`src/rtl/sbp_regs.svh`:
```
// Register offsets, fields, reset values and timing counts
`ifndef SBP_REGS_SVH
`define SBP_REGS_SVH
`define SBP_CTRL_OFF      12'h000
`define SBP_DEBUG_OFF     12'h004
`define SBP_REQ_OFF       12'h008
`define SBP_WDATA_LO_OFF  12'h00C
`define SBP_WDATA_HI_OFF  12'h010
`define SBP_STATUS_OFF    12'h014
`define SBP_RDATA_LO_OFF  12'h018
`define SBP_RDATA_HI_OFF  12'h01C
`define SBP_MCA_OFF       12'h020
`define SBP_STRAP_OFF     12'h024
`define SBP_EVENT_OFF     12'h028
`define SBP_CTRL_MCE_BIT  0
`define SBP_CTRL_DUAL_BIT 1
`define SBP_CTRL_RST      8'h00
`define SBP_DEBUG_RST     8'h00
`define SBP_CLK_MHZ       20
`define SBP_COLD_RST_US   1000
`define SBP_COLD_RST_CYC  (`SBP_COLD_RST_US * `SBP_CLK_MHZ)
`endif

```
`src/rtl/sbp_pkg.sv`:
```
// Types for the system bus pin logic
package sbp_pkg;
  typedef enum logic [1:0] {
    ST_IDLE = 2'b00,
    ST_ADDR = 2'b01,
    ST_DATA = 2'b10,
    ST_BACK_OFF_REQUEST = 2'b11
  } sbp_state_t;
  typedef struct packed {
    logic        write;
    logic        data_cyc;
    logic        cacheable;
    logic [7:0]  byte_en;
    logic [28:0] addr;
  } sbp_req_t;
endpackage : sbp_pkg

```
`src/rtl/sbp_bus.sv`:
```
// System bus pin logic of the processor, device side
//
// Operation
// Byte-lane enables driven in the address clock, marking written or wanted bytes
// Lower four byte-lane enables sampled in reset as interrupt-controller identity
// In dual mode upper enable bit four is an input during flush cycles
// Bus ratio latched in reset, kept until a cold reset of 1 ms
// Back-off aborts outstanding cycles and floats bus pins next clock
// After back-off the aborted cycle restarts from its beginning
// Breakpoint output asserts when a debug address register matches
// Outputs zero and one shared with perf monitor, perf after reset
// Burst-ready sampled only in data states; system asserts it on data
// Duplicate burst-ready treated exactly like burst-ready
// Bus request output always driven, even while another master owns bus
// Bus check captures address and control; exception only if enabled
// System drops stop-clock request before another cycle after bus check
// Cacheability output marks cacheable reads; inactive read is never cached
// Role strap low selects primary, high selects secondary
// Data/code output valid with address strobe
// Primary drives low while owning the bus, else high
// 64-bit data, write data driven in data states, read on ready
// Even parity per byte driven with write data and checked on reads
// Secondary drives dual-enable low during reset
// Write buffer not empty after a write holds off later owned-line writes
// Float error output on unmasked error, never by the secondary
// Names ending in _N are asserted low
// Address strobe asserted for one clock per new cycle
`timescale 1ns/1ps
`default_nettype none
`include "sbp_regs.svh"
module sbp_bus #(
  parameter int COLD_RST_CYC = `SBP_COLD_RST_CYC
) (
  // Clock and reset
  input  wire logic        REF_CLK,
  input  wire logic        RST,
  // APB slave
  input  wire logic        PSEL,
  input  wire logic        PENABLE,
  input  wire logic        PWRITE,
  input  wire logic [11:0] PADDR,
  input  wire logic [31:0] PWDATA,
  output logic      [31:0] PRDATA,
  output logic             PREADY,
  output logic             PSLVERR,
  // Internal event sources
  input  wire logic [3:0]  DEBUG_MATCH,
  input  wire logic [1:0]  PERF_EVENT,
  input  wire logic        FP_ERROR,
  input  wire logic        FLUSH_CYCLE,
  // Straps and system inputs
  input  wire logic [1:0]  BUS_RATIO_SELECT,
  input  wire logic        PROCESSOR_ROLE_STRAP,
  input  wire logic        BACK_OFF_REQUEST_N,
  input  wire logic        BURST_READY_IN_N,
  input  wire logic        BURST_READY_DUP_N,
  input  wire logic        BUS_CHECK_IN_N,
  input  wire logic        EXTERNAL_CACHE_ENABLE_IN_N,
  input  wire logic        EXT_WRITE_BUFFER_EMPTY_N,
  // Byte-lane enables, two-way
  input  wire logic [7:0]  BYTE_EN_IN_N,
  output logic      [7:0]  BYTE_EN_OUT_N,
  output logic      [7:0]  BYTE_EN_OE,
  // Address and cycle definition
  output logic      [28:0] ADDR_OUT,
  output logic             ADDR_OE,
  output logic             ADDRESS_STROBE_OUT_N,
  output logic             DATA_CODE_OUT,
  output logic             WRITE_READ_OUT,
  output logic             CACHE_OUT_N,
  output logic             DUAL_PRIMARY_OUT_N,
  output logic             INTERNAL_BUS_REQUEST_OUT,
  // Data and parity, two-way
  input  wire logic [63:0] DATA_IN,
  input  wire logic [7:0]  PARITY_IN,
  output logic      [63:0] DATA_OUT,
  output logic      [7:0]  PARITY_OUT,
  output logic             DATA_OE,
  // Dual enable, output and output enable
  output logic             DUAL_ENABLE_OUT_N,
  output logic             DUAL_ENABLE_OE,
  // Debug, error and strap outputs
  output logic      [1:0]  BREAKPOINT_MATCH_OUT,
  output logic      [1:0]  PERF_OR_BREAKPOINT_OUT,
  output logic             FLOAT_ERROR_OUT_N,
  output logic             MACHINE_CHECK_OUT,
  output logic      [1:0]  BUS_RATIO_OUT,
  output logic      [3:0]  INTC_ID_OUT
);

  function automatic logic [7:0] even_par(input logic [63:0] d);
    for (int i = 0; i < 8; i++)
      even_par[i] = ^d[i*8 +: 8];
  endfunction : even_par

  sbp_pkg::sbp_state_t state_r;
  sbp_pkg::sbp_req_t   req_r;
  logic [7:0]  ctrl_r;
  logic [7:0]  debug_r;
  logic [63:0] wdata_r;
  logic [63:0] rdata_r;
  logic        busy_r;
  logic        done_r;
  logic        par_err_r;
  logic        mc_pend_r;
  logic [28:0] mca_addr_r;
  logic [10:0] mca_ctl_r;
  logic        wb_hold_r;
  logic        role_r;
  logic        rst_d_r;
  logic [31:0] cold_cnt_r;
  logic        cold_r;
  logic        back_off_request_cnt_r;
  logic        ready;
  logic        back_off_request;
  logic        wr_en;
  logic        rd_en;
  logic        go;
  logic        owned_wr;
  logic [31:0] rdata_nxt;

  assign ready = !BURST_READY_IN_N || !BURST_READY_DUP_N;
  assign back_off_request  = !BACK_OFF_REQUEST_N;
  assign wr_en = PSEL && PENABLE && PWRITE;
  assign rd_en = PSEL && !PENABLE && !PWRITE;
  assign owned_wr = req_r.write && req_r.cacheable;
  assign go    = busy_r && !back_off_request && !(owned_wr && wb_hold_r);

  // Register writes
  always_ff @(posedge REF_CLK or posedge RST)
  begin
    if (RST)
    begin
      ctrl_r  <= `SBP_CTRL_RST;
      debug_r <= `SBP_DEBUG_RST;
      req_r   <= '0;
      wdata_r <= '0;
    end
    else if (wr_en)
    begin
      case (PADDR)
        `SBP_CTRL_OFF:     ctrl_r <= PWDATA[7:0];
        `SBP_DEBUG_OFF:    debug_r <= PWDATA[7:0];
        `SBP_REQ_OFF:      req_r <= {PWDATA[31:21], 8'h00, PWDATA[20:0]};
        `SBP_WDATA_LO_OFF: wdata_r[31:0] <= PWDATA;
        `SBP_WDATA_HI_OFF: wdata_r[63:32] <= PWDATA;
        default:           ctrl_r <= ctrl_r;
      endcase
    end
  end

  // APB answer, one wait-free access phase
  always_comb
  begin
    rdata_nxt = 32'h0000_0000;
    case (PADDR)
      `SBP_CTRL_OFF:     rdata_nxt = {24'h00_0000, ctrl_r};
      `SBP_DEBUG_OFF:    rdata_nxt = {24'h00_0000, debug_r};
      `SBP_REQ_OFF:      rdata_nxt = {req_r.write, req_r.data_cyc,
                                      req_r.cacheable, req_r.byte_en,
                                      req_r.addr[20:0]};
      `SBP_WDATA_LO_OFF: rdata_nxt = wdata_r[31:0];
      `SBP_WDATA_HI_OFF: rdata_nxt = wdata_r[63:32];
      `SBP_STATUS_OFF:   rdata_nxt = {26'h000_0000, role_r, wb_hold_r,
                                      mc_pend_r, par_err_r, done_r, busy_r};
      `SBP_RDATA_LO_OFF: rdata_nxt = rdata_r[31:0];
      `SBP_RDATA_HI_OFF: rdata_nxt = rdata_r[63:32];
      `SBP_MCA_OFF:      rdata_nxt = {mca_ctl_r[2:0], mca_addr_r};
      `SBP_STRAP_OFF:    rdata_nxt = {26'h000_0000, INTC_ID_OUT, BUS_RATIO_OUT};
      default:           rdata_nxt = 32'h0000_0000;
    endcase
  end

  always_ff @(posedge REF_CLK or posedge RST)
  begin
    if (RST)
    begin
      PRDATA  <= 32'h0000_0000;
      PREADY  <= 1'b0;
      PSLVERR <= 1'b0;
    end
    else
    begin
      PREADY  <= PSEL && !PENABLE;
      PSLVERR <= PSEL && !PENABLE && (PADDR > `SBP_STRAP_OFF);
      if (rd_en)
        PRDATA <= rdata_nxt;
    end
  end

  // Reset straps and cold-reset measurement
  always_ff @(posedge REF_CLK or posedge RST)
  begin
    if (RST)
    begin
      rst_d_r    <= 1'b1;
      cold_cnt_r <= 32'h0000_0000;
      cold_r     <= 1'b1;
    end
    else
    begin
      rst_d_r <= 1'b0;
      if (rst_d_r)
        cold_r <= 1'b0;
    end
  end

  always_ff @(posedge REF_CLK)
  begin
    if (RST)
    begin
      INTC_ID_OUT <= ~BYTE_EN_IN_N[3:0];
      role_r      <= PROCESSOR_ROLE_STRAP;
    end
  end

  // Bus ratio kept across warm resets
  logic [31:0] rst_len_r;
  always_ff @(posedge REF_CLK)
  begin
    if (RST)
    begin
      // Unknown count at power-up falls to the latch branch
      if (rst_len_r < 32'(COLD_RST_CYC - 1))
        rst_len_r <= rst_len_r + 32'h1;
      else
      begin
        rst_len_r     <= 32'(COLD_RST_CYC - 1);
        BUS_RATIO_OUT <= BUS_RATIO_SELECT;
      end
    end
    else
      rst_len_r <= 32'h0000_0000;
  end

  // Bus cycle sequencer
  always_ff @(posedge REF_CLK or posedge RST)
  begin
    if (RST)
      state_r <= sbp_pkg::ST_IDLE;
    else
    begin
      case (state_r)
        sbp_pkg::ST_IDLE:
          if (back_off_request)
            state_r <= sbp_pkg::ST_BACK_OFF_REQUEST;
          else if (go)
            state_r <= sbp_pkg::ST_ADDR;
        sbp_pkg::ST_ADDR:
          state_r <= back_off_request ? sbp_pkg::ST_BACK_OFF_REQUEST : sbp_pkg::ST_DATA;
        sbp_pkg::ST_DATA:
          if (back_off_request)
            state_r <= sbp_pkg::ST_BACK_OFF_REQUEST;
          else if (ready)
            state_r <= sbp_pkg::ST_IDLE;
        sbp_pkg::ST_BACK_OFF_REQUEST:
          if (!back_off_request)
            state_r <= sbp_pkg::ST_IDLE;
        default:
          state_r <= sbp_pkg::ST_IDLE;
      endcase
    end
  end

  // Request, completion and read data
  always_ff @(posedge REF_CLK or posedge RST)
  begin
    if (RST)
    begin
      busy_r    <= 1'b0;
      done_r    <= 1'b0;
      rdata_r   <= '0;
      par_err_r <= 1'b0;
    end
    else
    begin
      if (state_r == sbp_pkg::ST_DATA && ready && !back_off_request)
      begin
        busy_r <= 1'b0;
        done_r <= 1'b1;
        if (!req_r.write)
        begin
          rdata_r   <= DATA_IN;
          par_err_r <= par_err_r || (PARITY_IN != even_par(DATA_IN));
        end
      end
      else if (wr_en && PADDR == `SBP_REQ_OFF)
      begin
        busy_r <= 1'b1;
        done_r <= 1'b0;
      end
      if (wr_en && PADDR == `SBP_STATUS_OFF && PWDATA[2]
          && !(state_r == sbp_pkg::ST_DATA && ready && !req_r.write))
        par_err_r <= 1'b0;
    end
  end

  // Bus check capture and machine check
  always_ff @(posedge REF_CLK or posedge RST)
  begin
    if (RST)
    begin
      mc_pend_r         <= 1'b0;
      mca_addr_r        <= '0;
      mca_ctl_r         <= '0;
      MACHINE_CHECK_OUT <= 1'b0;
    end
    else
    begin
      if (!BUS_CHECK_IN_N && state_r == sbp_pkg::ST_DATA)
      begin
        mca_addr_r <= req_r.addr;
        mca_ctl_r  <= {req_r.byte_en, req_r.cacheable,
                       req_r.data_cyc, req_r.write};
        mc_pend_r  <= 1'b1;
      end
      else if (wr_en && PADDR == `SBP_STATUS_OFF && PWDATA[3])
        mc_pend_r <= 1'b0;
      MACHINE_CHECK_OUT <= !BUS_CHECK_IN_N && state_r == sbp_pkg::ST_DATA
                           && ctrl_r[`SBP_CTRL_MCE_BIT];
    end
  end

  // Write-buffer hold-off
  always_ff @(posedge REF_CLK or posedge RST)
  begin
    if (RST)
      wb_hold_r <= 1'b0;
    else if (state_r == sbp_pkg::ST_DATA && ready && req_r.write
             && EXT_WRITE_BUFFER_EMPTY_N)
      wb_hold_r <= 1'b1;
    else if (!EXT_WRITE_BUFFER_EMPTY_N)
      wb_hold_r <= 1'b0;
  end

  // Bus pins
  always_ff @(posedge REF_CLK or posedge RST)
  begin
    if (RST)
    begin
      ADDRESS_STROBE_OUT_N     <= 1'b1;
      ADDR_OUT                 <= '0;
      ADDR_OE                  <= 1'b0;
      BYTE_EN_OUT_N            <= 8'hFF;
      BYTE_EN_OE               <= 8'h00;
      DATA_CODE_OUT            <= 1'b0;
      WRITE_READ_OUT           <= 1'b0;
      CACHE_OUT_N              <= 1'b1;
      DUAL_PRIMARY_OUT_N       <= 1'b1;
      DATA_OUT                 <= '0;
      PARITY_OUT               <= 8'h00;
      DATA_OE                  <= 1'b0;
      INTERNAL_BUS_REQUEST_OUT <= 1'b0;
    end
    else
    begin
      INTERNAL_BUS_REQUEST_OUT <= busy_r;
      ADDRESS_STROBE_OUT_N <= !(state_r == sbp_pkg::ST_IDLE && go);
      if (state_r == sbp_pkg::ST_IDLE && go)
      begin
        ADDR_OUT      <= req_r.addr;
        BYTE_EN_OUT_N <= ~req_r.byte_en;
        DATA_CODE_OUT <= req_r.data_cyc;
        WRITE_READ_OUT <= req_r.write;
        CACHE_OUT_N   <= !req_r.cacheable;
      end
      ADDR_OE    <= busy_r && !back_off_request;
      BYTE_EN_OE <= (busy_r && !back_off_request) ? ((ctrl_r[`SBP_CTRL_DUAL_BIT]
                    && FLUSH_CYCLE) ? 8'hEF : 8'hFF) : 8'h00;
      DUAL_PRIMARY_OUT_N <= !(!role_r && busy_r && !back_off_request);
      DATA_OE    <= !back_off_request && req_r.write
                    && (state_r == sbp_pkg::ST_ADDR
                        || state_r == sbp_pkg::ST_DATA);
      DATA_OUT   <= wdata_r;
      PARITY_OUT <= even_par(wdata_r);
    end
  end

  // Debug, perf and float error outputs
  always_ff @(posedge REF_CLK or posedge RST)
  begin
    if (RST)
    begin
      BREAKPOINT_MATCH_OUT   <= 2'b00;
      PERF_OR_BREAKPOINT_OUT <= 2'b00;
      FLOAT_ERROR_OUT_N      <= 1'b1;
    end
    else
    begin
      BREAKPOINT_MATCH_OUT <= DEBUG_MATCH[3:2];
      for (int i = 0; i < 2; i++)
        PERF_OR_BREAKPOINT_OUT[i] <= debug_r[i] ? DEBUG_MATCH[i]
                                                : PERF_EVENT[i];
      FLOAT_ERROR_OUT_N <= !(FP_ERROR && !role_r);
    end
  end

  // Dual-enable driven by the secondary during reset
  always_ff @(posedge REF_CLK)
  begin
    DUAL_ENABLE_OUT_N <= !(RST && PROCESSOR_ROLE_STRAP);
    DUAL_ENABLE_OE    <= RST && PROCESSOR_ROLE_STRAP;
  end

  chk_back_off_request_float: assert property (@(posedge REF_CLK) disable iff (RST)
    back_off_request |=> !ADDR_OE && !DATA_OE)
    else $error("pins not floated after back-off");
  chk_strobe_one: assert property (@(posedge REF_CLK) disable iff (RST)
    !ADDRESS_STROBE_OUT_N |=> ADDRESS_STROBE_OUT_N)
    else $error("address strobe longer than one clock");
  chk_internal_bus_request_out_drive: assert property (@(posedge REF_CLK) disable iff (RST)
    $rose(busy_r) |=> INTERNAL_BUS_REQUEST_OUT)
    else $error("bus request not shown");
  chk_float_error_out_second: assert property (@(posedge REF_CLK) disable iff (RST)
    role_r |-> FLOAT_ERROR_OUT_N)
    else $error("secondary drove float error");
  chk_mce_gate: assert property (@(posedge REF_CLK) disable iff (RST)
    MACHINE_CHECK_OUT |-> ctrl_r[`SBP_CTRL_MCE_BIT] && mc_pend_r)
    else $error("machine check without enable");
  chk_par_write: assert property (@(posedge REF_CLK) disable iff (RST)
    DATA_OE |-> PARITY_OUT == even_par(DATA_OUT))
    else $error("write parity wrong");
  chk_be_strobe: assert property (@(posedge REF_CLK) disable iff (RST)
    !ADDRESS_STROBE_OUT_N |-> BYTE_EN_OUT_N == ~req_r.byte_en)
    else $error("byte enables not with strobe");
  chk_wb_hold: assert property (@(posedge REF_CLK) disable iff (RST)
    wb_hold_r && owned_wr && state_r == sbp_pkg::ST_IDLE
    |=> ADDRESS_STROBE_OUT_N)
    else $error("owned write issued while buffer busy");

endmodule : sbp_bus
`default_nettype wire

```
`config.mk`:
```
export PLATFORM = sky130hd
export DESIGN_NAME = sbp_bus
export DESIGN_NICKNAME = d
export VERILOG_FILES = /design/src/rtl/sbp_pkg.sv /design/src/rtl/sbp_bus.sv
export VERILOG_INCLUDE_DIRS = /design/src /design/src/rtl
export SDC_FILE = /design/constraint.sdc
export NUM_CORES = 1
export LEC_CHECK = 0
export BUFFER_PORTS_ARGS = -buffer_cell sky130_fd_sc_hd__buf_2
export CAP_MARGIN = 5
export CORE_MARGIN = 3
export CORE_UTILIZATION = 45
export CTS_BUF_LIST = sky130_fd_sc_hd__clkbuf_4 sky130_fd_sc_hd__clkbuf_8
export CTS_CLUSTER_DIAMETER = 60
export DETAILED_ROUTE_END_ITERATION = 7
export GPL_ROUTABILITY_DRIVEN = 0
export PLACE_DENSITY_LB_ADDON = 0.1
export RECOVER_POWER = 50
export SLEW_MARGIN = 25
export SYNTH_ARGS = -nofsm -noshare
export SYNTH_HDL_FRONTEND = slang
export SYNTH_SLANG_ARGS = --single-unit
```
`constraint.sdc`:
```
create_clock -name REF_CLK -period 23 [get_ports REF_CLK]
set_input_delay 2.3 -clock REF_CLK [delete_from_list [all_inputs] [get_ports REF_CLK]]
set_output_delay 2.3 -clock REF_CLK [all_outputs]
set_load 0.1 [all_outputs]
```
==> flow_metrics.env, run 1 <==
export IMPL_die_w_microns=200
export IMPL_crit_fanout=124
export IMPL_min_period_ns=10.15
export IMPL_min_path_type="reg -> reg"
export IMPL_grt_pass1_vias=11722
export IMPL_reg2reg_to="ADDR_OUT[17]"
export IMPL_timing_rr_start="req_r[39]"
export IMPL_cts_buffer_depth=3
export IMPL_reg2reg_depth=4
export IMPL_holdBufCountCts=0
export IMPL_cts_sinks=398
export IMPL_power_leakage_uw=0.00972
export IMPL_placed_area_sq_mm=0.0190
export IMPL_grt_use_met3_pct=5.25
export IMPL_grtUsageTotal_pct=25.1
export IMPL_root_buffer="clkbuf_8"
export IMPL_crit_path_start_kind="input port"
export IMPL_synth_area_sq_mm=0.0169
export IMPL_routed_wl_microns=50500
export IMPL_final_area_sq_mm=0.0203
export IMPL_peakVddDrop_mv=0.0440
export IMPL_rows=70
export IMPL_syn_inst=1237
export IMPL_start_util_pct=46.0
export IMPL_io_pins=319
export IMPL_setup_violations=0
export IMPL_timing_final_crit_share_pct=44.1
export IMPL_yosys_warnings=0
export IMPL_fp_dieH_microns=200
export IMPL_ys_seq_area_share_pct=58.1
export IMPL_port_buffers=305
export IMPL_rsz0062_at_grt="false"
export IMPL_hold_end="DATA_OUT[6]"
export IMPL_drv_slew=347
export IMPL_crit_type="in -> async"
export IMPL_worst_r2r_setup_slack_ns=19.52
export IMPL_worst_hold_path_num_cells=0
export IMPL_grt_ovfl_total=0
export IMPL_relSlewSlack_pct=-250
export IMPL_hold_violations=0
export IMPL_die_area_sq_mm=0.0400
export IMPL_tritoncts="yes"
export IMPL_h_tree_depth=3
export IMPL_clk_latency_ns=0.59
export IMPL_fin_setup_tns_ns=0
export IMPL_ys_seq_elements=398
export IMPL_ys_flop_type="dfrtp_1"
export IMPL_cts_resized=0
export IMPL_viasPerCell=5.38
export IMPL_clk_pin_slew_ns=0.06
export IMPL_top_usage_layer="met2"
export IMPL_vias=11495
export IMPL_nets=1732
export IMPL_violations="max-capacitance violations, max-slew violations"
export IMPL_antenna_left=0
export IMPL_cts_buffers=68
export IMPL_synth_async_reset_ratio_pct=89.7
export IMPL_final_cell_mix="dfrtp_1 (345), buf_2 (237), mux2_2 (211), xnor2_1 (93), clkbuf_8 (85)"
export IMPL_cp_required_ns=22.52
export IMPL_ff_latch_area_sq_mm=0.00984
export IMPL_skew_ns=0.0150
export IMPL_met1_usage_pct=35.4
export IMPL_p_total_uw=1700
export IMPL_drive_gt1_share_pct=39.8
export IMPL_route_detailed_drc=0
export IMPL_multi_input_area_sq_mm=0.00673
export IMPL_whs_ns=0.450
export IMPL_post_cts_buffers=0
export IMPL_syn_area_per_cell_sq_um=13.7
export IMPL_worst_pin_slew_ns=5.23
export IMPL_nFillCells=3242
export IMPL_fmax_mhz=98.5
export IMPL_min_from="wdata_r[6]"
export IMPL_power_density_mw_per_mm2=83.5
export IMPL_grt_pass1_wl_microns=74000
export IMPL_use_met2_pct=39.1
export IMPL_coreArea_sq_mm=0.0369
export IMPL_hpwlAfterDp_microns=34500
export IMPL_synth_edf_count=7
export IMPL_grt_max_degree=177
export IMPL_antenna_found_initial=3
export IMPL_drt_pass1_iterations=6
export IMPL_post_drt_wl_per_cell_microns=23.6
export IMPL_yosysUniqueCellTypes=72
export IMPL_arrival_ns=9.68
export IMPL_final_common_cell="dfrtp_1"
export IMPL_drv_cap=5
export IMPL_dr_first_iter_drc_count=665
export IMPL_syn_to_final_growth_pct=19.9
export IMPL_critPathCaptureType="asynchronous set/reset pin"
export IMPL_status="finished, violations left"
[worst max-delay path by stage]
| stage | from | endpoint | cells past startpoint | slack, ns |
|---|---|---|---|---|
| floorplan | RST | ADDR_OUT[0] | 1 | 10.70 |
| global placement | PADDR[3] | req_r[3] | 5 | 17.63 |
| detailed placement | PADDR[3] | req_r[3] | 5 | 17.59 |
| CTS | PADDR[4] | PRDATA[19] | 8 | 18.22 |
| global route | RST | ADDR_OUT[17] | 3 | 11.11 |
| finish | RST | ADDR_OUT[17] | 3 | 12.85 |
[report_power, final]
| group | total (uW) | switching (uW) | leakage, uW | internal [uW] |
|---|---|---|---|---|
| clock | 657 | 275 | 0.000766 | 381 |
| sequential | 810 | 41.1 | 0.00512 | 769 |
| combinational | 230 | 126 | 0.00384 | 104 |
[sequential cells by signal, summed over array words and instances (netlist names), 4 cells and up]
name	cells
ADDR_OUT	21
BYTE_EN_OUT_N	8
DATA_OUT	64
INTC_ID_OUT	4
PARITY_OUT	8
PRDATA	32
ctrl_r	8
debug_r	8
mca_addr_r	21
rdata_r	64
req_r	32
rst_len_r	32
wdata_r	64
[cell usage after synthesis (all sizes together) (3+ instances only)]
master,count,share of area [%]
inv,15,0.33
nor3b,3,0.13
nand2b,5,0.18
nand3,22,0.65
o31a,9,0.47
nor2,21,0.48
nand2,58,1.3
o21ai,44,1.3
a222oi,5,0.30
a221oi,9,0.47
mux4,3,0.40
a21oi,5,0.15
xnor3,8,1.1
a21boi,3,0.13
dfstp,12,1.9
mux2,233,16
o21a,3,0.13
dfxtp,34,4.0
o22ai,3,0.11
dfrtp,345,51
a2bb2oi,3,0.16
nor2b,4,0.15
edfxtp,7,1.2
a32o,4,0.24
a22o,21,1.1
ha,6,0.44
xnor2,93,4.8
clkbuf,28,0.62
a22oi,11,0.49
o2bb2ai,10,0.52
nand4,16,0.63
nand3b,3,0.13
or4,3,0.16
a32oi,6,0.31
mux2i,29,1.7
and3,7,0.26
a211oi,3,0.13
a31oi,8,0.30
nor4,19,1.1
xor2,23,1.2
buf,51,2.2
or2,3,0.11
nor3,16,0.53
[per-layer routing]
metal | wire, microns | vias up
met2 | 23100 | 428
li1 | - | 5134
met3 | 3700 | 86
met1 | 22300 | 5845
met4 | 1360 | 2
met5 | 13 | -
[worst max-delay path, stage by stage]
cell and delay (ns):
clkbuf_1 0.41, clkinvlp_2 3.20, clkbuf_1 3.61
[cell type report]
class,instances,share of cell area (%)
diodes,4,0.0493
inverters,15,0.283
flip-flops and latches,398,48.4
clock buffers,116,6.91
repair buffers,328,7.99
multi-input cells,769,33.1
clock inverters,4,0.111
well taps,504,3.10
[cell families after synthesis]
kind of cell	after synthesis	share of synthesized area [%]
AO/OA/AOI/OAI	157	6.81
XOR/XNOR	124	7.06
adder cells (fa/ha/maj)	6	0.443
buffers and inverters	94	3.14
flip-flops	398	58.1
multiplexers	265	18.0
other	1	0.0221
AND/OR/NAND/NOR	192	6.44
[per-stage QoR]
step / utilization (%) / setup slack, ns / std cells
final: 55.1 / 12.85 / 2138
after global routing: 55.1 / 11.11 / 2136
after floorplan: - / 10.70 / 1261
after detailed placement: 51.4 / 17.59 / 2012
after global placement: 51.4 / 17.63 / 2012
after CTS: 55.3 / 18.22 / 2132
Note: power is estimated with default switching activity, not from simulation.
==> run 2: changes to the inputs <==
==> constraint.sdc (replaced) <==
create_clock -name REF_CLK -period 8.4 [get_ports REF_CLK]
set_input_delay 0.84 -clock REF_CLK [delete_from_list [all_inputs] [get_ports REF_CLK]]
set_output_delay 0.84 -clock REF_CLK [all_outputs]
set_load 0.1 [all_outputs]
==> flow_metrics.env, run 2 (synthesis results as in run 1) <==
export IMPL_power_density_mw_per_mm2=231
export IMPL_route_detailed_drc=0
export IMPL_cp_required_ns=9.02
export IMPL_relSlewSlack_pct=-146
export IMPL_nFillCells=3180
export IMPL_power_leakage_uw=0.0100
export IMPL_timing_final_crit_share_pct=53.5
export IMPL_grt_max_degree=149
export IMPL_antenna_left=0
export IMPL_clk_latency_ns=0.60
export IMPL_hold_violations=0
export IMPL_fp_dieH_microns=200
export IMPL_fmax_mhz=223
export IMPL_hpwlAfterDp_microns=34900
export IMPL_drv_cap=3
export IMPL_tritoncts="yes"
export IMPL_worst_pin_slew_ns=3.69
export IMPL_drive_gt1_share_pct=44.0
export IMPL_io_pins=319
export IMPL_final_cell_mix="dfrtp_1 (345), buf_2 (300), mux2_2 (211), xnor2_1 (93), clkbuf_8 (86)"
export IMPL_viasPerCell=5.37
export IMPL_h_tree_depth=3
export IMPL_timing_rr_start="req_r[39]"
export IMPL_root_buffer="clkbuf_8"
export IMPL_post_cts_buffers=0
export IMPL_die_area_sq_mm=0.0400
export IMPL_crit_fanout=148
export IMPL_cts_resized=0
export IMPL_crit_type="in -> async"
export IMPL_cts_buffer_depth=3
export IMPL_die_w_microns=200
export IMPL_min_path_type="in -> reg"
export IMPL_rsz0062_at_grt="false"
export IMPL_arrival_ns=5.11
export IMPL_dr_first_iter_drc_count=907
export IMPL_holdBufCountCts=0
export IMPL_peakVddDrop_mv=0.107
export IMPL_drt_pass1_iterations=5
export IMPL_grt_ovfl_total=0
export IMPL_antenna_found_initial=2
export IMPL_grt_pass1_wl_microns=74900
export IMPL_min_period_ns=4.49
export IMPL_cts_sinks=398
export IMPL_critPathCaptureType="asynchronous set/reset pin"
export IMPL_grt_pass1_vias=11888
export IMPL_rows=70
export IMPL_status="finished, violations left"
export IMPL_clk_pin_slew_ns=0.05
export IMPL_post_drt_wl_per_cell_microns=23.6
export IMPL_violations="max-capacitance violations, max-slew violations"
export IMPL_min_from="DEBUG_MATCH[2]"
export IMPL_coreArea_sq_mm=0.0369
export IMPL_setup_violations=0
export IMPL_crit_path_start_kind="input port"
export IMPL_vias=11516
export IMPL_grtUsageTotal_pct=25.5
export IMPL_p_total_uw=4720
export IMPL_routed_wl_microns=50600
export IMPL_crit_start="RST"
export IMPL_port_buffers=305
export IMPL_drv_slew=214
export IMPL_start_util_pct=46.0
export IMPL_fin_setup_tns_ns=0
export IMPL_reg_largest_list="DATA_OUT x64, rdata_r x64, wdata_r x64"
export IMPL_skew_ns=0.0235
export IMPL_final_common_cell="dfrtp_1"
export IMPL_nets=1738
export IMPL_cts_buffers=70
export IMPL_syn_to_final_growth_pct=20.9
-- run 2: cell count changes in the layout (fill, tap and decap cells not counted), moves of 2 or more --
cell        before  now
clkbuf_4        31   33
clkbuf_1        71    6
clkinv_2         3    1
buf_2          237  300
diode_2          4    1
buf_4           19   22
clkinvlp_4       1    3
buf_6            0    2
-- run 2: final timing paths --
| path | slack (ns) | cells past startpoint | endpoint |
|---|---|---|---|
| setup / recovery | 3.91 | 4 | mca_addr_r[8] |
| hold / removal | 0.35 | 1 | BREAKPOINT_MATCH_OUT[0] |
| setup reg to reg | 4.93 | 4 | ADDR_OUT[15] |
| hold reg to reg | 0.45 | 0 | DATA_OUT[50] |
| max in group REF_CLK | 4.25 | 4 | rst_len_r[7] |
| min in group asynchronous | 2.16 | 3 | BREAKPOINT_MATCH_OUT[0] |
-- run 2: report_power, final --
part           switching (uW)  leakage [uW]  internal [uW]  total (uW)
combinational             343       0.00413            286         629
sequential                111       0.00512           2100        2220
clock                     780      0.000793           1100        1880
-- run 2: critical path: stages --
cell        delay [ns]
clkbuf_1          0.43
clkinvlp_4        0.20
clkbuf_2          2.57
buf_4             0.96
-- run 2: metrics by stage --
stage | setup slack, ns | std cells | area, sq um | utilization (%) | hold slack (ns)
floorplan | 1.82 | 1261 | 17000 | - | 0.395
global placement | 4.18 | 2016 | 19000 | 51.5 | 0.430
detailed placement | 4.47 | 2018 | 19000 | 51.6 | 0.438
CTS | 5.14 | 2142 | 20500 | 55.6 | 0.297
global route | 3.12 | 2142 | 20500 | 55.5 | 0.311
finish | 3.91 | 2143 | 20500 | 55.6 | 0.354
-- run 2: area by class of cell --
type / count / area (sq um) / area share [%]
sequential: 398 / 9840 / 48.0
multi-input combinational: 769 / 6720 / 32.8
timing repair buffer: 332 / 1740 / 8.51
clock buffer: 119 / 1430 / 6.99
tap: 504 / 631 / 3.08
inverter: 15 / 60.1 / 0.293
clock inverter: 5 / 58.8 / 0.287
antenna: 1 / 2.50 / 0.0122
-- run 2: metal layers --
metal	share of wire (%)	GRT usage (%)
met2	47	40.6
met1	44	35.4
met5	0.026	0
met3	7.7	6.14
met4	1.7	6.90
